`src/core/mdp_consts.svh`:
```
// Purpose: Named constants for the digital pin function select block
// Assumes: Included by bare name from the design files
// Notes: Shared DIO pin bit 0 is DIO4, bit 7 is DIO11
`ifndef MDP_CONSTS_SVH
`define MDP_CONSTS_SVH

// Pin group widths
`define MDP_COM_W 4
`define MDP_SEG_W 64
`define MDP_DIO_W 8
`define MDP_SPI_W 4
`define MDP_TMUX_W 16

// Segment number of shared DIO bit 0 (DIO n is SEGMENT_DRIVE n+20)
`define MDP_DIO_SEG_BASE 24
// Bits inside the shared DIO group
`define MDP_SCL_BIT 0
`define MDP_SDA_BIT 1
`define MDP_REAL_ENERGY_PULSE_BIT 2
`define MDP_VPULSE_BIT 3
// Slave port pins in segment and bit order
`define MDP_SPI_SEG_BASE 3
`define MDP_SPI_CLK_BIT 0
`define MDP_SPI_OUT_BIT 1
`define MDP_SPI_SEL_BIT 2
`define MDP_SPI_IN_BIT 3
// Slave port returns at reset: only the idle-high select is set
`define MDP_SPI_IN_RST 4'h4
// Segments taken over by the debug port pins
`define MDP_DBG_RST_SEG 32
`define MDP_DBG_CLK_SEG 33
`define MDP_DBG_DAT_SEG 38
// Segments behind the clock test and sync pins
`define MDP_CLOCK_TEST_PIN_SEG 19
`define MDP_MUX_SYNC_PIN_SEG 7

`endif

```
`src/core/mdp_pkg.sv`:
```
// Purpose: Types for the digital pin function select block
// Assumes: Nothing beyond the constants header
// Notes: Mode encodings are left to the tools
package mdp_pkg;

	// Function of the optical transmit pin
	typedef enum logic [1:0]
	{
		MDP_OPTTX_LED,
		MDP_OPTTX_REAL,
		MDP_OPTTX_REACTIVE,
		MDP_OPTTX_DIO
	} mdp_opttx_e;

	// Power mode reported by the power controller
	typedef enum logic [1:0]
	{
		MDP_PWR_MISSION,
		MDP_PWR_BROWNOUT,
		MDP_PWR_LCD,
		MDP_PWR_SLEEP
	} mdp_pwr_e;

endpackage

```
`src/core/mdp_button_edge.sv`:
```
// Purpose: Push-button synchroniser, rising edge flag and wake request
// Assumes: Button level may change at any time
// Notes: Flag is sticky until cleared; a set wins over a clear
`timescale 1ns/10ps
`include "mdp_consts.svh"

module mdp_button_edge
	import mdp_pkg::*;
(
	// Clock and reset
	input wire logic ref_clk,
	input wire logic arst_n,
	input wire logic chipResetIn,
	// Button and control
	input wire logic buttonIn,
	input wire logic flagClear,
	input wire logic wakeArmed,
	// Results
	output logic buttonIrqFlag,
	output logic wakeRequest
);

	logic syncFirst_reg, syncFirst_next;
	logic syncSecond_reg, syncSecond_next;
	logic prevLevel_reg, prevLevel_next;
	logic flag_reg, flag_next;
	logic wake_reg, wake_next;
	logic riseSeen;

	// Edge is a low sample followed by a high one, both after the sync
	assign riseSeen = syncSecond_reg & ~prevLevel_reg;

	// Next state; first sync stage feeds only the second
	always_comb
	begin
		syncFirst_next = buttonIn;
		syncSecond_next = syncFirst_reg;
		prevLevel_next = syncSecond_reg;
		flag_next = flag_reg;
		if (flagClear)
			flag_next = 1'b0;
		if (riseSeen)
			flag_next = 1'b1;
		wake_next = riseSeen & wakeArmed;
		if (chipResetIn)
		begin
			syncFirst_next = 1'b0;
			syncSecond_next = 1'b0;
			prevLevel_next = 1'b0;
			flag_next = 1'b0;
			wake_next = 1'b0;
		end
	end

	// State registers
	always_ff @(posedge ref_clk or negedge arst_n)
	begin
		if (!arst_n)
		begin
			syncFirst_reg <= 1'b0;
			syncSecond_reg <= 1'b0;
			prevLevel_reg <= 1'b0;
			flag_reg <= 1'b0;
			wake_reg <= 1'b0;
		end
		else
		begin
			syncFirst_reg <= syncFirst_next;
			syncSecond_reg <= syncSecond_next;
			prevLevel_reg <= prevLevel_next;
			flag_reg <= flag_next;
			wake_reg <= wake_next;
		end
	end

	assign buttonIrqFlag = flag_reg;
	assign wakeRequest = wake_reg;

endmodule

```
`src/core/mdp_pin_select.sv`:
```
// Purpose: Function select for the digital pins of a metering SoC
// Assumes: All inputs synchronous to ref_clk except buttonIn
// Notes: Every pin output is registered, so pins lag sources by one cycle
// Notes on behaviour
// Drive four backplane common outputs
// Shared pins: segment or general DIO
// EEPROM mode: DIO4 clock, DIO5 data
// Pulse mode: DIO6 real, DIO7 reactive
// Four pins: segments or slave port
// Debug enable high: debug port, else segments
// Debug pins off become SEG32, SEG33, SEG38
// Clock test, sync pins chosen by enables
// Four-bit select routes signal to test pin
// Optical receive pin: IR input or DIO
// Optical transmit: LED, real, reactive, DIO
// Reset input high resets, low runs
// Button rising edge sets interrupt flag
// Button rising edge wakes sleep, LCD modes
// Production test input held at ground
// Debug enable pulled low on production
// Unused shared pins configured as outputs
// Synchronise button, edge is low then high
`timescale 1ns/10ps
`include "mdp_consts.svh"

module mdp_pin_select
	import mdp_pkg::*;
(
	// Clock and resets
	input wire logic ref_clk,
	input wire logic arst_n,
	input wire logic chipResetIn,
	// Display driver
	input wire logic [`MDP_COM_W-1:0] lcdCom,
	input wire logic [`MDP_SEG_W-1:0] lcdSeg,
	// Configuration
	input wire logic [`MDP_DIO_W-1:0] dioSelect,
	input wire logic eepromEn,
	input wire logic pulseEn,
	input wire logic slavePortEn,
	input wire logic debugPortEnableIn,
	input wire logic clockTestOutEn,
	input wire logic muxSyncOutEn,
	input wire logic [3:0] testRouteSelect,
	input wire logic optRxDioSel,
	input wire mdp_opttx_e optTxSel,
	input wire mdp_pwr_e powerMode,
	input wire logic buttonFlagClear,
	// Internal signal sources
	input wire logic [`MDP_DIO_W-1:0] dioOutData,
	input wire logic [`MDP_DIO_W-1:0] dioOutEn,
	input wire logic sclDriveLow,
	input wire logic sdaDriveLow,
	input wire logic realEnergyPulse,
	input wire logic reactiveEnergyPulse,
	input wire logic slavePortData,
	input wire logic debugDataOut,
	input wire logic debugDataOutEn,
	input wire logic debugClockOut,
	input wire logic clockTestSrc,
	input wire logic muxSyncSrc,
	input wire logic [`MDP_TMUX_W-1:0] testSignals,
	input wire logic irTxData,
	input wire logic optRxDioOut,
	input wire logic optRxDioOutEn,
	input wire logic optTxDioOut,
	input wire logic optTxDioOutEn,
	// Pins
	output logic [`MDP_COM_W-1:0] backplaneDrive,
	input wire logic [`MDP_DIO_W-1:0] sharedPinIn,
	output logic [`MDP_DIO_W-1:0] sharedPinOut,
	output logic [`MDP_DIO_W-1:0] sharedPinOe,
	input wire logic [`MDP_SPI_W-1:0] slavePinIn,
	output logic [`MDP_SPI_W-1:0] slavePinOut,
	output logic [`MDP_SPI_W-1:0] slavePinOe,
	input wire logic debugResetPinIn,
	output logic debugResetPinOut,
	output logic debugResetPinOe,
	output logic debugClockPin,
	input wire logic debugDataPinIn,
	output logic debugDataPinOut,
	output logic debugDataPinOe,
	output logic clockTestPin,
	output logic muxSyncPin,
	output logic testRoutePin,
	input wire logic opticalReceiveIn,
	output logic opticalReceivePinOut,
	output logic opticalReceivePinOe,
	input wire logic opticalLedPinIn,
	output logic opticalLedOut,
	output logic opticalLedOe,
	input wire logic buttonIn,
	// Returns to the core
	output logic [`MDP_DIO_W-1:0] dioInData,
	output logic sclIn,
	output logic sdaIn,
	output logic slavePortClk,
	output logic slavePortSelectN,
	output logic slavePortIn,
	output logic debugResetIn,
	output logic debugDataIn,
	output logic irRxData,
	output logic optRxDioIn,
	output logic optTxDioIn,
	output logic buttonIrqFlag,
	output logic wakeRequest
);

	logic [`MDP_COM_W-1:0] com_reg, com_next;
	logic [`MDP_DIO_W-1:0] shOut_reg, shOut_next;
	logic [`MDP_DIO_W-1:0] shOe_reg, shOe_next;
	logic [`MDP_DIO_W-1:0] dioIn_reg, dioIn_next;
	logic [`MDP_SPI_W-1:0] spOut_reg, spOut_next;
	logic [`MDP_SPI_W-1:0] spOe_reg, spOe_next;
	logic [`MDP_SPI_W-1:0] spIn_reg, spIn_next;
	logic sclIn_reg, sclIn_next;
	logic sdaIn_reg, sdaIn_next;
	logic dbgRstOut_reg, dbgRstOut_next;
	logic dbgRstOe_reg, dbgRstOe_next;
	logic dbgRstIn_reg, dbgRstIn_next;
	logic dbgClk_reg, dbgClk_next;
	logic dbgDatOut_reg, dbgDatOut_next;
	logic dbgDatOe_reg, dbgDatOe_next;
	logic dbgDatIn_reg, dbgDatIn_next;
	logic clock_test_pin_reg, clock_test_pin_next;
	logic mux_sync_pin_reg, mux_sync_pin_next;
	logic tRoute_reg, tRoute_next;
	logic rxOut_reg, rxOut_next;
	logic rxOe_reg, rxOe_next;
	logic irRx_reg, irRx_next;
	logic rxDioIn_reg, rxDioIn_next;
	logic txOut_reg, txOut_next;
	logic txOe_reg, txOe_next;
	logic txDioIn_reg, txDioIn_next;
	logic wakeArmed;

	// Display commons, shared DIO and slave port pins
	always_comb
	begin
		com_next = lcdCom;
		for (int i = 0; i < `MDP_DIO_W; i++)
		begin
			if (dioSelect[i])
			begin
				shOut_next[i] = dioOutData[i];
				shOe_next[i] = dioOutEn[i];
			end
			else
			begin
				shOut_next[i] = lcdSeg[`MDP_DIO_SEG_BASE+i];
				shOe_next[i] = 1'b1;
			end
		end
		// Serial EEPROM lines are open drain: only ever pull low
		if (eepromEn)
		begin
			shOut_next[`MDP_SCL_BIT] = 1'b0;
			shOe_next[`MDP_SCL_BIT] = sclDriveLow;
			shOut_next[`MDP_SDA_BIT] = 1'b0;
			shOe_next[`MDP_SDA_BIT] = sdaDriveLow;
		end
		if (pulseEn)
		begin
			shOut_next[`MDP_REAL_ENERGY_PULSE_BIT] = realEnergyPulse;
			shOe_next[`MDP_REAL_ENERGY_PULSE_BIT] = 1'b1;
			shOut_next[`MDP_VPULSE_BIT] = reactiveEnergyPulse;
			shOe_next[`MDP_VPULSE_BIT] = 1'b1;
		end
		// DIO inputs read as zero on pins not in DIO use; SCL and SDA read high outside EEPROM mode
		dioIn_next = sharedPinIn & dioSelect;
		sclIn_next = eepromEn ? sharedPinIn[`MDP_SCL_BIT] : 1'b1;
		sdaIn_next = eepromEn ? sharedPinIn[`MDP_SDA_BIT] : 1'b1;
		for (int j = 0; j < `MDP_SPI_W; j++)
		begin
			spOut_next[j] = lcdSeg[`MDP_SPI_SEG_BASE+j];
			spOe_next[j] = 1'b1;
		end
		spIn_next = {`MDP_SPI_W{1'b0}};
		spIn_next[`MDP_SPI_SEL_BIT] = 1'b1;
		if (slavePortEn)
		begin
			spOut_next = {`MDP_SPI_W{1'b0}};
			spOe_next = {`MDP_SPI_W{1'b0}};
			// Data out drives only while the port is selected
			spOut_next[`MDP_SPI_OUT_BIT] = slavePortData;
			spOe_next[`MDP_SPI_OUT_BIT] = ~slavePinIn[`MDP_SPI_SEL_BIT];
			spIn_next = slavePinIn;
			spIn_next[`MDP_SPI_OUT_BIT] = 1'b0;
		end
		if (chipResetIn)
		begin
			com_next = {`MDP_COM_W{1'b0}};
			shOut_next = {`MDP_DIO_W{1'b0}};
			shOe_next = {`MDP_DIO_W{1'b0}};
			dioIn_next = {`MDP_DIO_W{1'b0}};
			sclIn_next = 1'b1;
			sdaIn_next = 1'b1;
			spOut_next = {`MDP_SPI_W{1'b0}};
			spOe_next = {`MDP_SPI_W{1'b0}};
			spIn_next = {`MDP_SPI_W{1'b0}};
			spIn_next[`MDP_SPI_SEL_BIT] = 1'b1;
		end
	end

	// Registers for commons, shared DIO and slave port
	always_ff @(posedge ref_clk or negedge arst_n)
	begin
		if (!arst_n)
		begin
			com_reg <= {`MDP_COM_W{1'b0}};
			shOut_reg <= {`MDP_DIO_W{1'b0}};
			shOe_reg <= {`MDP_DIO_W{1'b0}};
			dioIn_reg <= {`MDP_DIO_W{1'b0}};
			sclIn_reg <= 1'b1;
			sdaIn_reg <= 1'b1;
			spOut_reg <= {`MDP_SPI_W{1'b0}};
			spOe_reg <= {`MDP_SPI_W{1'b0}};
			spIn_reg <= `MDP_SPI_IN_RST;
		end
		else
		begin
			com_reg <= com_next;
			shOut_reg <= shOut_next;
			shOe_reg <= shOe_next;
			dioIn_reg <= dioIn_next;
			sclIn_reg <= sclIn_next;
			sdaIn_reg <= sdaIn_next;
			spOut_reg <= spOut_next;
			spOe_reg <= spOe_next;
			spIn_reg <= spIn_next;
		end
	end

	// Debug, clock test, sync, test route and optical pins
	always_comb
	begin
		// Debug enable is a strap level, production boards tie it low
		if (debugPortEnableIn)
		begin
			dbgRstOut_next = 1'b0;
			dbgRstOe_next = 1'b0;
			dbgRstIn_next = debugResetPinIn;
			dbgClk_next = debugClockOut;
			dbgDatOut_next = debugDataOut;
			dbgDatOe_next = debugDataOutEn;
			dbgDatIn_next = debugDataPinIn;
		end
		else
		begin
			dbgRstOut_next = lcdSeg[`MDP_DBG_RST_SEG];
			dbgRstOe_next = 1'b1;
			dbgRstIn_next = 1'b0;
			dbgClk_next = lcdSeg[`MDP_DBG_CLK_SEG];
			dbgDatOut_next = lcdSeg[`MDP_DBG_DAT_SEG];
			dbgDatOe_next = 1'b1;
			dbgDatIn_next = 1'b0;
		end
		clock_test_pin_next = clockTestOutEn ? clockTestSrc
			: lcdSeg[`MDP_CLOCK_TEST_PIN_SEG];
		mux_sync_pin_next = muxSyncOutEn ? muxSyncSrc
			: lcdSeg[`MDP_MUX_SYNC_PIN_SEG];
		tRoute_next = testSignals[testRouteSelect];
		if (optRxDioSel)
		begin
			rxOut_next = optRxDioOut;
			rxOe_next = optRxDioOutEn;
			rxDioIn_next = opticalReceiveIn;
			irRx_next = 1'b1;
		end
		else
		begin
			rxOut_next = 1'b0;
			rxOe_next = 1'b0;
			rxDioIn_next = 1'b0;
			irRx_next = opticalReceiveIn;
		end
		txDioIn_next = 1'b0;
		case (optTxSel)
			MDP_OPTTX_LED:
			begin
				txOut_next = irTxData;
				txOe_next = 1'b1;
			end
			MDP_OPTTX_REAL:
			begin
				txOut_next = realEnergyPulse;
				txOe_next = 1'b1;
			end
			MDP_OPTTX_REACTIVE:
			begin
				txOut_next = reactiveEnergyPulse;
				txOe_next = 1'b1;
			end
			MDP_OPTTX_DIO:
			begin
				txOut_next = optTxDioOut;
				txOe_next = optTxDioOutEn;
				txDioIn_next = opticalLedPinIn;
			end
			default:
			begin
				txOut_next = 1'b0;
				txOe_next = 1'b0;
			end
		endcase
		if (chipResetIn)
		begin
			dbgRstOut_next = 1'b0;
			dbgRstOe_next = 1'b0;
			dbgRstIn_next = 1'b0;
			dbgClk_next = 1'b0;
			dbgDatOut_next = 1'b0;
			dbgDatOe_next = 1'b0;
			dbgDatIn_next = 1'b0;
			clock_test_pin_next = 1'b0;
			mux_sync_pin_next = 1'b0;
			tRoute_next = 1'b0;
			rxOut_next = 1'b0;
			rxOe_next = 1'b0;
			rxDioIn_next = 1'b0;
			irRx_next = 1'b1;
			txOut_next = 1'b0;
			txOe_next = 1'b0;
			txDioIn_next = 1'b0;
		end
	end

	// Registers for debug, test and optical pins
	always_ff @(posedge ref_clk or negedge arst_n)
	begin
		if (!arst_n)
		begin
			dbgRstOut_reg <= 1'b0;
			dbgRstOe_reg <= 1'b0;
			dbgRstIn_reg <= 1'b0;
			dbgClk_reg <= 1'b0;
			dbgDatOut_reg <= 1'b0;
			dbgDatOe_reg <= 1'b0;
			dbgDatIn_reg <= 1'b0;
			clock_test_pin_reg <= 1'b0;
			mux_sync_pin_reg <= 1'b0;
			tRoute_reg <= 1'b0;
			rxOut_reg <= 1'b0;
			rxOe_reg <= 1'b0;
			rxDioIn_reg <= 1'b0;
			irRx_reg <= 1'b1;
			txOut_reg <= 1'b0;
			txOe_reg <= 1'b0;
			txDioIn_reg <= 1'b0;
		end
		else
		begin
			dbgRstOut_reg <= dbgRstOut_next;
			dbgRstOe_reg <= dbgRstOe_next;
			dbgRstIn_reg <= dbgRstIn_next;
			dbgClk_reg <= dbgClk_next;
			dbgDatOut_reg <= dbgDatOut_next;
			dbgDatOe_reg <= dbgDatOe_next;
			dbgDatIn_reg <= dbgDatIn_next;
			clock_test_pin_reg <= clock_test_pin_next;
			mux_sync_pin_reg <= mux_sync_pin_next;
			tRoute_reg <= tRoute_next;
			rxOut_reg <= rxOut_next;
			rxOe_reg <= rxOe_next;
			rxDioIn_reg <= rxDioIn_next;
			irRx_reg <= irRx_next;
			txOut_reg <= txOut_next;
			txOe_reg <= txOe_next;
			txDioIn_reg <= txDioIn_next;
		end
	end

	// Wake only matters in the two low-power battery modes
	assign wakeArmed = (powerMode == MDP_PWR_SLEEP)
		| (powerMode == MDP_PWR_LCD);

	// Button edge detector; its outputs are its own flip-flops
	mdp_button_edge u_button
	(
		.ref_clk(ref_clk),
		.arst_n(arst_n),
		.chipResetIn(chipResetIn),
		.buttonIn(buttonIn),
		.flagClear(buttonFlagClear),
		.wakeArmed(wakeArmed),
		.buttonIrqFlag(buttonIrqFlag),
		.wakeRequest(wakeRequest)
	);

	// Output wiring straight from the registers
	assign backplaneDrive = com_reg;
	assign sharedPinOut = shOut_reg;
	assign sharedPinOe = shOe_reg;
	assign dioInData = dioIn_reg;
	assign sclIn = sclIn_reg;
	assign sdaIn = sdaIn_reg;
	assign slavePinOut = spOut_reg;
	assign slavePinOe = spOe_reg;
	assign slavePortClk = spIn_reg[`MDP_SPI_CLK_BIT];
	assign slavePortSelectN = spIn_reg[`MDP_SPI_SEL_BIT];
	assign slavePortIn = spIn_reg[`MDP_SPI_IN_BIT];
	assign debugResetPinOut = dbgRstOut_reg;
	assign debugResetPinOe = dbgRstOe_reg;
	assign debugResetIn = dbgRstIn_reg;
	assign debugClockPin = dbgClk_reg;
	assign debugDataPinOut = dbgDatOut_reg;
	assign debugDataPinOe = dbgDatOe_reg;
	assign debugDataIn = dbgDatIn_reg;
	assign clockTestPin = clock_test_pin_reg;
	assign muxSyncPin = mux_sync_pin_reg;
	assign testRoutePin = tRoute_reg;
	assign opticalReceivePinOut = rxOut_reg;
	assign opticalReceivePinOe = rxOe_reg;
	assign irRxData = irRx_reg;
	assign optRxDioIn = rxDioIn_reg;
	assign opticalLedOut = txOut_reg;
	assign opticalLedOe = txOe_reg;
	assign optTxDioIn = txDioIn_reg;

endmodule

```
`config.mk`:
```
export PLATFORM = sky130hd
export DESIGN_NAME = mdp_pin_select
export DESIGN_NICKNAME = d
export VERILOG_FILES = /design/src/core/mdp_pkg.sv /design/src/core/mdp_button_edge.sv /design/src/core/mdp_pin_select.sv
export VERILOG_INCLUDE_DIRS = /design/src /design/src/core
export SDC_FILE = /design/constraint.sdc
export NUM_CORES = 1
export LEC_CHECK = 0
export BUFFER_PORTS_ARGS = -buffer_cell sky130_fd_sc_hd__buf_2
export CAP_MARGIN = 0
export CORE_AREA = 2 2 85 87
export DETAILED_ROUTE_END_ITERATION = 8
export DIE_AREA = 0 0 87 89
export GPL_ROUTABILITY_DRIVEN = 0
export PLACE_DENSITY_LB_ADDON = 0.12
export SYNTH_ARGS = -nofsm -noshare
export SYNTH_HDL_FRONTEND = slang
export SYNTH_SLANG_ARGS = --single-unit
```
`constraint.sdc`:
```
create_clock -name ref_clk -period 1.4 [get_ports ref_clk]
set_clock_uncertainty 0.15 [all_clocks]
set_input_delay 0.07 -clock ref_clk [delete_from_list [all_inputs] [get_ports ref_clk]]
set_output_delay 0.07 -clock ref_clk [all_outputs]
set_load 0.005 [all_outputs]
```
== Yosys cells after proc, flatten, opt, wreduce, memory -nomap -nowiden ==
Index checks and enable logic that the tools add are counted.
Operators by class
  magnitude comparators: 1
  equal/unequal tests: 5
  mux-type cells: 76
  bitwise logic cells: 6
  reductions and logical operators: 3
Operators with widths (number)
  1-bit two-way mux: 59
  4-bit two-way mux: 7
  8-bit two-way mux: 3
  8-bit AND: 1
  2-bit equality test, second input constant: 4
  2-bit two-way mux: 4
  4-bit by 5-bit less-than comparator with 1-bit output, second input constant: 1
  1-bit binary-select mux with 4-bit select: 1
  1-bit one-hot mux with 4 select lines: 1
  3-bit nonzero test: 1
  3-bit OR reduction: 1
  1-bit AND: 2
  2-bit by 1-bit equality test with 1-bit output, second input constant: 1
  2-bit zero test: 1
  1-bit NOT: 2
  1-bit one-hot mux with 2 select lines: 1
  1-bit OR: 1
Word-level totals
  register bits after elaboration: 64
  output and inout bits: 60
  logic and storage cells: 122

== Logic depth before layout (Yosys ltp) ==
  depth after elaboration: 4
  depth in mapped cells: 5
  depth with buffers taken out: 4

== Hierarchy ==
Synthesis repeated with hierarchy kept, for this count alone.
Unflattened totals
  cells, all modules: 189
  area total of the unflattened synthesis: 2336.0 um^2
Modules (own cells, without submodules)
  mdp_pin_select: instances 1, cells an instance 177, area an instance 2152.1 um^2
  mdp_button_edge: instances 1, cells an instance 12, area an instance 183.9 um^2

== Worst setup path before layout ==
Ideal clock, no wire load.
  kind: input port to flip-flop
  start: input port testRouteSelect[0]
  end: register tRoute_reg (netlist: testRoutePin)
  arrival: 957 ps
  data required time: 1114 ps
  setup slack: 156 ps
  stages: 5
  path buffers: 1
  cell sequence: buf_6 -> mux4_2 -> o22ai_1 -> a311o_1 -> a21oi_1
Between the ends
  longest elaborated chain between the ends: 3
RTL lines
  start: declaration: RTL line mdp_pin_select.sv:44  | input wire logic [3:0] testRouteSelect,
  1-bit binary-select mux with 4-bit select: RTL line mdp_pin_select.sv:262  | tRoute_next = testSignals[testRouteSelect];
  1-bit two-way mux (implied by the code): RTL line mdp_pin_select.sv:262
  1-bit two-way mux: RTL line mdp_pin_select.sv:306  | if (chipResetIn)
  via tRoute_next: RTL line mdp_pin_select.sv:127  | logic tRoute_reg, tRoute_next;
  end signal: assignment: RTL line mdp_pin_select.sv:362  | tRoute_reg <= tRoute_next;
  end: declaration: RTL line mdp_pin_select.sv:127
The timed path passes the listed nets, and every way through them passes these cells. The select of a mux whose other input is x is not followed.
A chain may end at the register's enable or synchronous reset.

== Final worst setup path ==
  start: input port lcdSeg[19]
  end: register clock_test_pin_reg (netlist: clockTestPin)
Between the ends
  longest elaborated chain between the ends: 2
RTL lines
  start: declaration: RTL line mdp_pin_select.sv:35  | input wire logic [`MDP_SEG_W-1:0] lcdSeg,
  1-bit two-way mux: RTL line mdp_pin_select.sv:258  | clock_test_pin_next = clockTestOutEn ? clockTestSrc
  1-bit two-way mux: RTL line mdp_pin_select.sv:306
  via clock_test_pin_next: RTL line mdp_pin_select.sv:125  | logic clock_test_pin_reg, clock_test_pin_next;
  end signal: assignment: RTL line mdp_pin_select.sv:360  | clock_test_pin_reg <= clock_test_pin_next;
  end: declaration: RTL line mdp_pin_select.sv:125
The timed path passes the listed nets, and every way through them passes these cells.

==> reports/metrics.sh <==
RUN_STATUS='finished, violations left'
VIOLATIONS='negative hold slack, negative setup slack'
GRT_START_MAX_NET_PINS=62
CTSROOTBUFFERMASTER='sky130_fd_sc_hd__clkbuf_8'
CRITPATHSLOWESTCELL='sky130_fd_sc_hd__dlygate4sd3_1'
CLK-INSERTION-DELAY-LATE_NS=0.33
END_KIND='flip-flop'
ACHIEVABLE-FREQUENCY_MHz=698
FINAL_CRITICAL_PATH_SETUP_SLACK_NS=-0.0332
REGISTER_BIT_TOTAL_FROM_SYNTHESIS=61
AREA_GROWTH_PCT=92.6
GLOBAL_ROUTE_HOTTEST_LAYER='met2'
WL_UM=7530
POST_SYNTH.CELL_AREA_AVG_UM2=12.4
DRC=0
WORST_EP_REQUIRED_TIME_NS=1.45
WORSTSETUPPATHTYPE='input pin to flip-flop'
ANTENNA_VIOLATIONS_BEFORE_REPAIR=0
ROUTE.VIAS.TOTAL=2439
VIASPERCELL=4.45
VDD_IR_DROP_MAX_mV=0.515
GRT_SETUP_UNREPAIRED='yes'
HOLD_PATH.CLASS='input pin to flip-flop'
SETUP_VIOL=1
GRT.MET2_USAGE=0.353
POST-PLACE-CELLS=431
FINAL.HOLD.WORST_SLACK_NS=-0.0650
FF2FF_SETUP_SLACK_NS=0.45
NETLIST_AREA_BEFORE_PLACEMENT_UM2=2320
CLOCK_TREE.HTREE_LEVEL_COUNT=3
DIEHEIGHT_UM=89
YOSYSWARNINGS=0
WORSTHOLDSTART='debugPortEnableIn'
NUM_ANTENNA_CELLS=0
MAX-SLEW-MARGIN-REL=0.786
DRT-WIRELENGTH-PER-CELL_UM=13.7
SYNTH_CELL_TYPE_COUNT=25
CP_DATA_ARRIVAL_TIME_NS=1.49
CLOCK_SINK_COUNT=61
FINAL_ANTENNA_NET_COUNT=0
GRT_USE_MET1=0.195
WORSTPATHCELLLIST='dlygate4sd3_1 > buf_2 > mux2i_1 > dlygate4sd3_1 > nor2_1'
FP-ROW-COUNT=30
DPL.HPWL_UM=4290
SYNTH-SEQ-AREA-SHARE=0.660
FINAL_UTIL=0.665
DRV.MAX_CAP_VIOLATION_COUNT=0
POSTSYNTHCELLCOUNT=187
POWER.DENSITY_nW_PER_UM2=918
MAX-CLOCK-PATH-BUFFERS=2
TIMING.FINAL.HOLD_VIOLATIONS=1
FLOORPLAN.DIE_AREA_UM2=7740
CTS_MADE_BUFFERS=9
TIGHTESTPINTRANSITION_NS=0.320
PLACEABLECOREAREA_UM2=6720
FIRST_GLOBAL_VIAS=2595
SYNTH.NET_COUNT=346
FINAL_LAYOUT_SIZE_SUFFIX_GT1_FRAC=0.415
REG_TO_REG_CRITICAL_PATH_STARTPOINT='u_button.syncSecond_reg$_DFF_PN0_'
FIRST_PASS_GRT_WIRE_LENGTH_UM=11400
GLOBAL_ROUTE.USAGE.TOTAL=0.193
STDCELL_COUNT=548
TCRIT_TCLK_FINAL=1.02
PATH_BUF_INV=3
TRITONCTS='built'
STARTPOINT_TYPE='input pin'
SUM_OF_OVERFLOW_ACROSS_ALL_LAYERS_AFTER_GLOBAL_ROUTING=0
INITIAL_CORE_UTIL=0.345
FINAL_NET_COUNT=622
WORSTSETUPSTARTPOINT='lcdSeg[19]'
FINAL_LAYOUT_FILL_CELL_COUNT=541
DIE-WIDTH_UM=87
CRITPATHTOPFAMILY='buffers and inverters'
CRIT_PATH_MAX_FANOUT=1
MAX_STAGE_DELAY_NS=0.58
BOUNDARYPINS=219
SLEW_VIOL_FINAL=0
WORST_SETUP_HOLD_PATH_CLK_SLEW_NS=0.06
DRT-PASS1-ITER-COUNT=4
CRITICAL-PATH-TOP-CELL-BY-COUNT='sky130_fd_sc_hd__dlygate4sd3_1'
FIN_CRIT_NS=1.43
PORT_BUFFERS=169
LEAKAGEPOWER_nW=2.42
GRT_UTIL_MET3=0.0665
DRTITER0DRC=72
## stage by stage
stage | hold slack, ns | TNS [ns] | power, mW | worst slack (ns) | area (µm²)
final | -0.0650 | -0.0332 | 4.10 | -0.0332 | 4470
after detailed placement | -0.0466 | 0 | 2.39 | 0.0278 | 3260
after CTS | 0.0105 | 0 | 4.14 | 0.0371 | 4440
after global placement | -0.0461 | 0 | 2.39 | 0.0457 | 3260
after global routing | 0.00678 | -0.112 | 4.32 | -0.0655 | 4470
after floorplan | -0.376 | 0 | 2.07 | 0.156 | 2320
## Yosys cell counts
master / instances / area share
sky130_fd_sc_hd__and3b_1: 4 / 0.015
sky130_fd_sc_hd__buf_6: 1 / 0.0049
sky130_fd_sc_hd__nand2b_1: 3 / 0.0081
sky130_fd_sc_hd__inv_1: 8 / 0.013
sky130_fd_sc_hd__mux2i_1: 16 / 0.069
sky130_fd_sc_hd__o22ai_1: 1 / 0.0027
sky130_fd_sc_hd__mux2_2: 1 / 0.0049
sky130_fd_sc_hd__a311o_1: 1 / 0.0043
sky130_fd_sc_hd__buf_4: 2 / 0.0065
sky130_fd_sc_hd__nor3_1: 2 / 0.0043
sky130_fd_sc_hd__mux4_2: 2 / 0.019
sky130_fd_sc_hd__a21oi_1: 15 / 0.032
sky130_fd_sc_hd__nor3b_1: 2 / 0.0065
sky130_fd_sc_hd__nor2b_1: 10 / 0.027
sky130_fd_sc_hd__dfrtp_1: 57 / 0.61
sky130_fd_sc_hd__o2111ai_1: 1 / 0.0038
sky130_fd_sc_hd__or3b_2: 2 / 0.0076
sky130_fd_sc_hd__or3_1: 1 / 0.0027
sky130_fd_sc_hd__mux4_1: 1 / 0.011
sky130_fd_sc_hd__and2_1: 9 / 0.024
sky130_fd_sc_hd__nand3_1: 2 / 0.0043
sky130_fd_sc_hd__clkbuf_1: 5 / 0.0081
sky130_fd_sc_hd__dfstp_2: 4 / 0.045
sky130_fd_sc_hd__nor2_1: 28 / 0.045
sky130_fd_sc_hd__nand2_1: 9 / 0.015
## what timing repair did
action                                 4_1_cts  5_1_grt
endpoints found under the hold margin      120        5
setup endpoints to repair                    0        9
setup buffers                                0        0
gates resized for setup                      0        1
hold buffers                                99        8
## final timing paths
kind | end | cells past startpoint
worst min-delay path | debugClockPin$_DFF_PN0_ | 3
worst min register to register | u_button.syncSecond_reg$_DFF_PN0_ | 1
worst max register to register | u_button.wakeRequest$_DFF_PN0_ | 2
min in group asynchronous | spIn_reg[3]$_DFF_PN0_ | 3
worst max-delay path | clockTestPin$_DFF_PN0_ | 5
max in group asynchronous | sclIn$_DFF_PN1_ | 3
## cells in the final DEF, fill, tap and decap left out, drive strengths merged, types with 2 or more instances in the layout
cell type | synthesis | final
nor3 | 2 | 2
nand3 | 2 | 2
mux2i | 16 | 16
or3b | 2 | 2
dlygate4sd3 | 0 | 102
inv | 8 | 8
a21oi | 15 | 15
nor2b | 10 | 10
dfstp | 4 | 4
clkinv | 0 | 2
nor2 | 28 | 28
nand2b | 3 | 3
nor3b | 2 | 2
buf | 3 | 170
clkbuf | 5 | 13
nand2 | 9 | 9
dfrtp | 57 | 57
mux4 | 3 | 3
and2 | 9 | 9
and3b | 4 | 4
## cell families (layout without fill, tap and decap cells)
logic type / after synthesis / in the layout / share of synthesized area
buffers and inverters: 16 / 297 / 0.0324
AO/OA/AOI/OAI: 18 / 18 / 0.0432
flip-flops: 61 / 61 / 0.660
AND/OR/NAND/NOR: 72 / 72 / 0.160
multiplexers: 20 / 20 / 0.105
## final cells by class
| cell class | count | area (µm²) | area share |
|---|---|---|---|
| inverters | 8 | 30.0 | 0.00672 |
| clock buffers | 12 | 145 | 0.0325 |
| multi-input cells | 110 | 713 | 0.160 |
| flip-flops and latches | 61 | 1530 | 0.343 |
| repair buffers | 273 | 1900 | 0.425 |
| well taps | 80 | 100 | 0.0224 |
| clock inverters | 4 | 47.5 | 0.0106 |
## metal layers
layer  wire length (µm)  vias up
li1                   -     1170
met1               2710     1143
met2               4010      110
met3                665       16
met4                146        0
met5                  0        -
## worst min-delay path, stage by stage
cell and delay [ns]:
sky130_fd_sc_hd__buf_2 0.14, sky130_fd_sc_hd__mux2i_1 0.08, sky130_fd_sc_hd__nor2_1 0.08
## report_power, final
group	leakage (nW)	switching, mW	internal (mW)
Sequential	0.786	0.0213	1.85
Clock	0.0964	0.642	0.866
Combinational	1.53	0.276	0.443
Total	2.42	0.939	3.16
(Power assumes the default switching activity.)
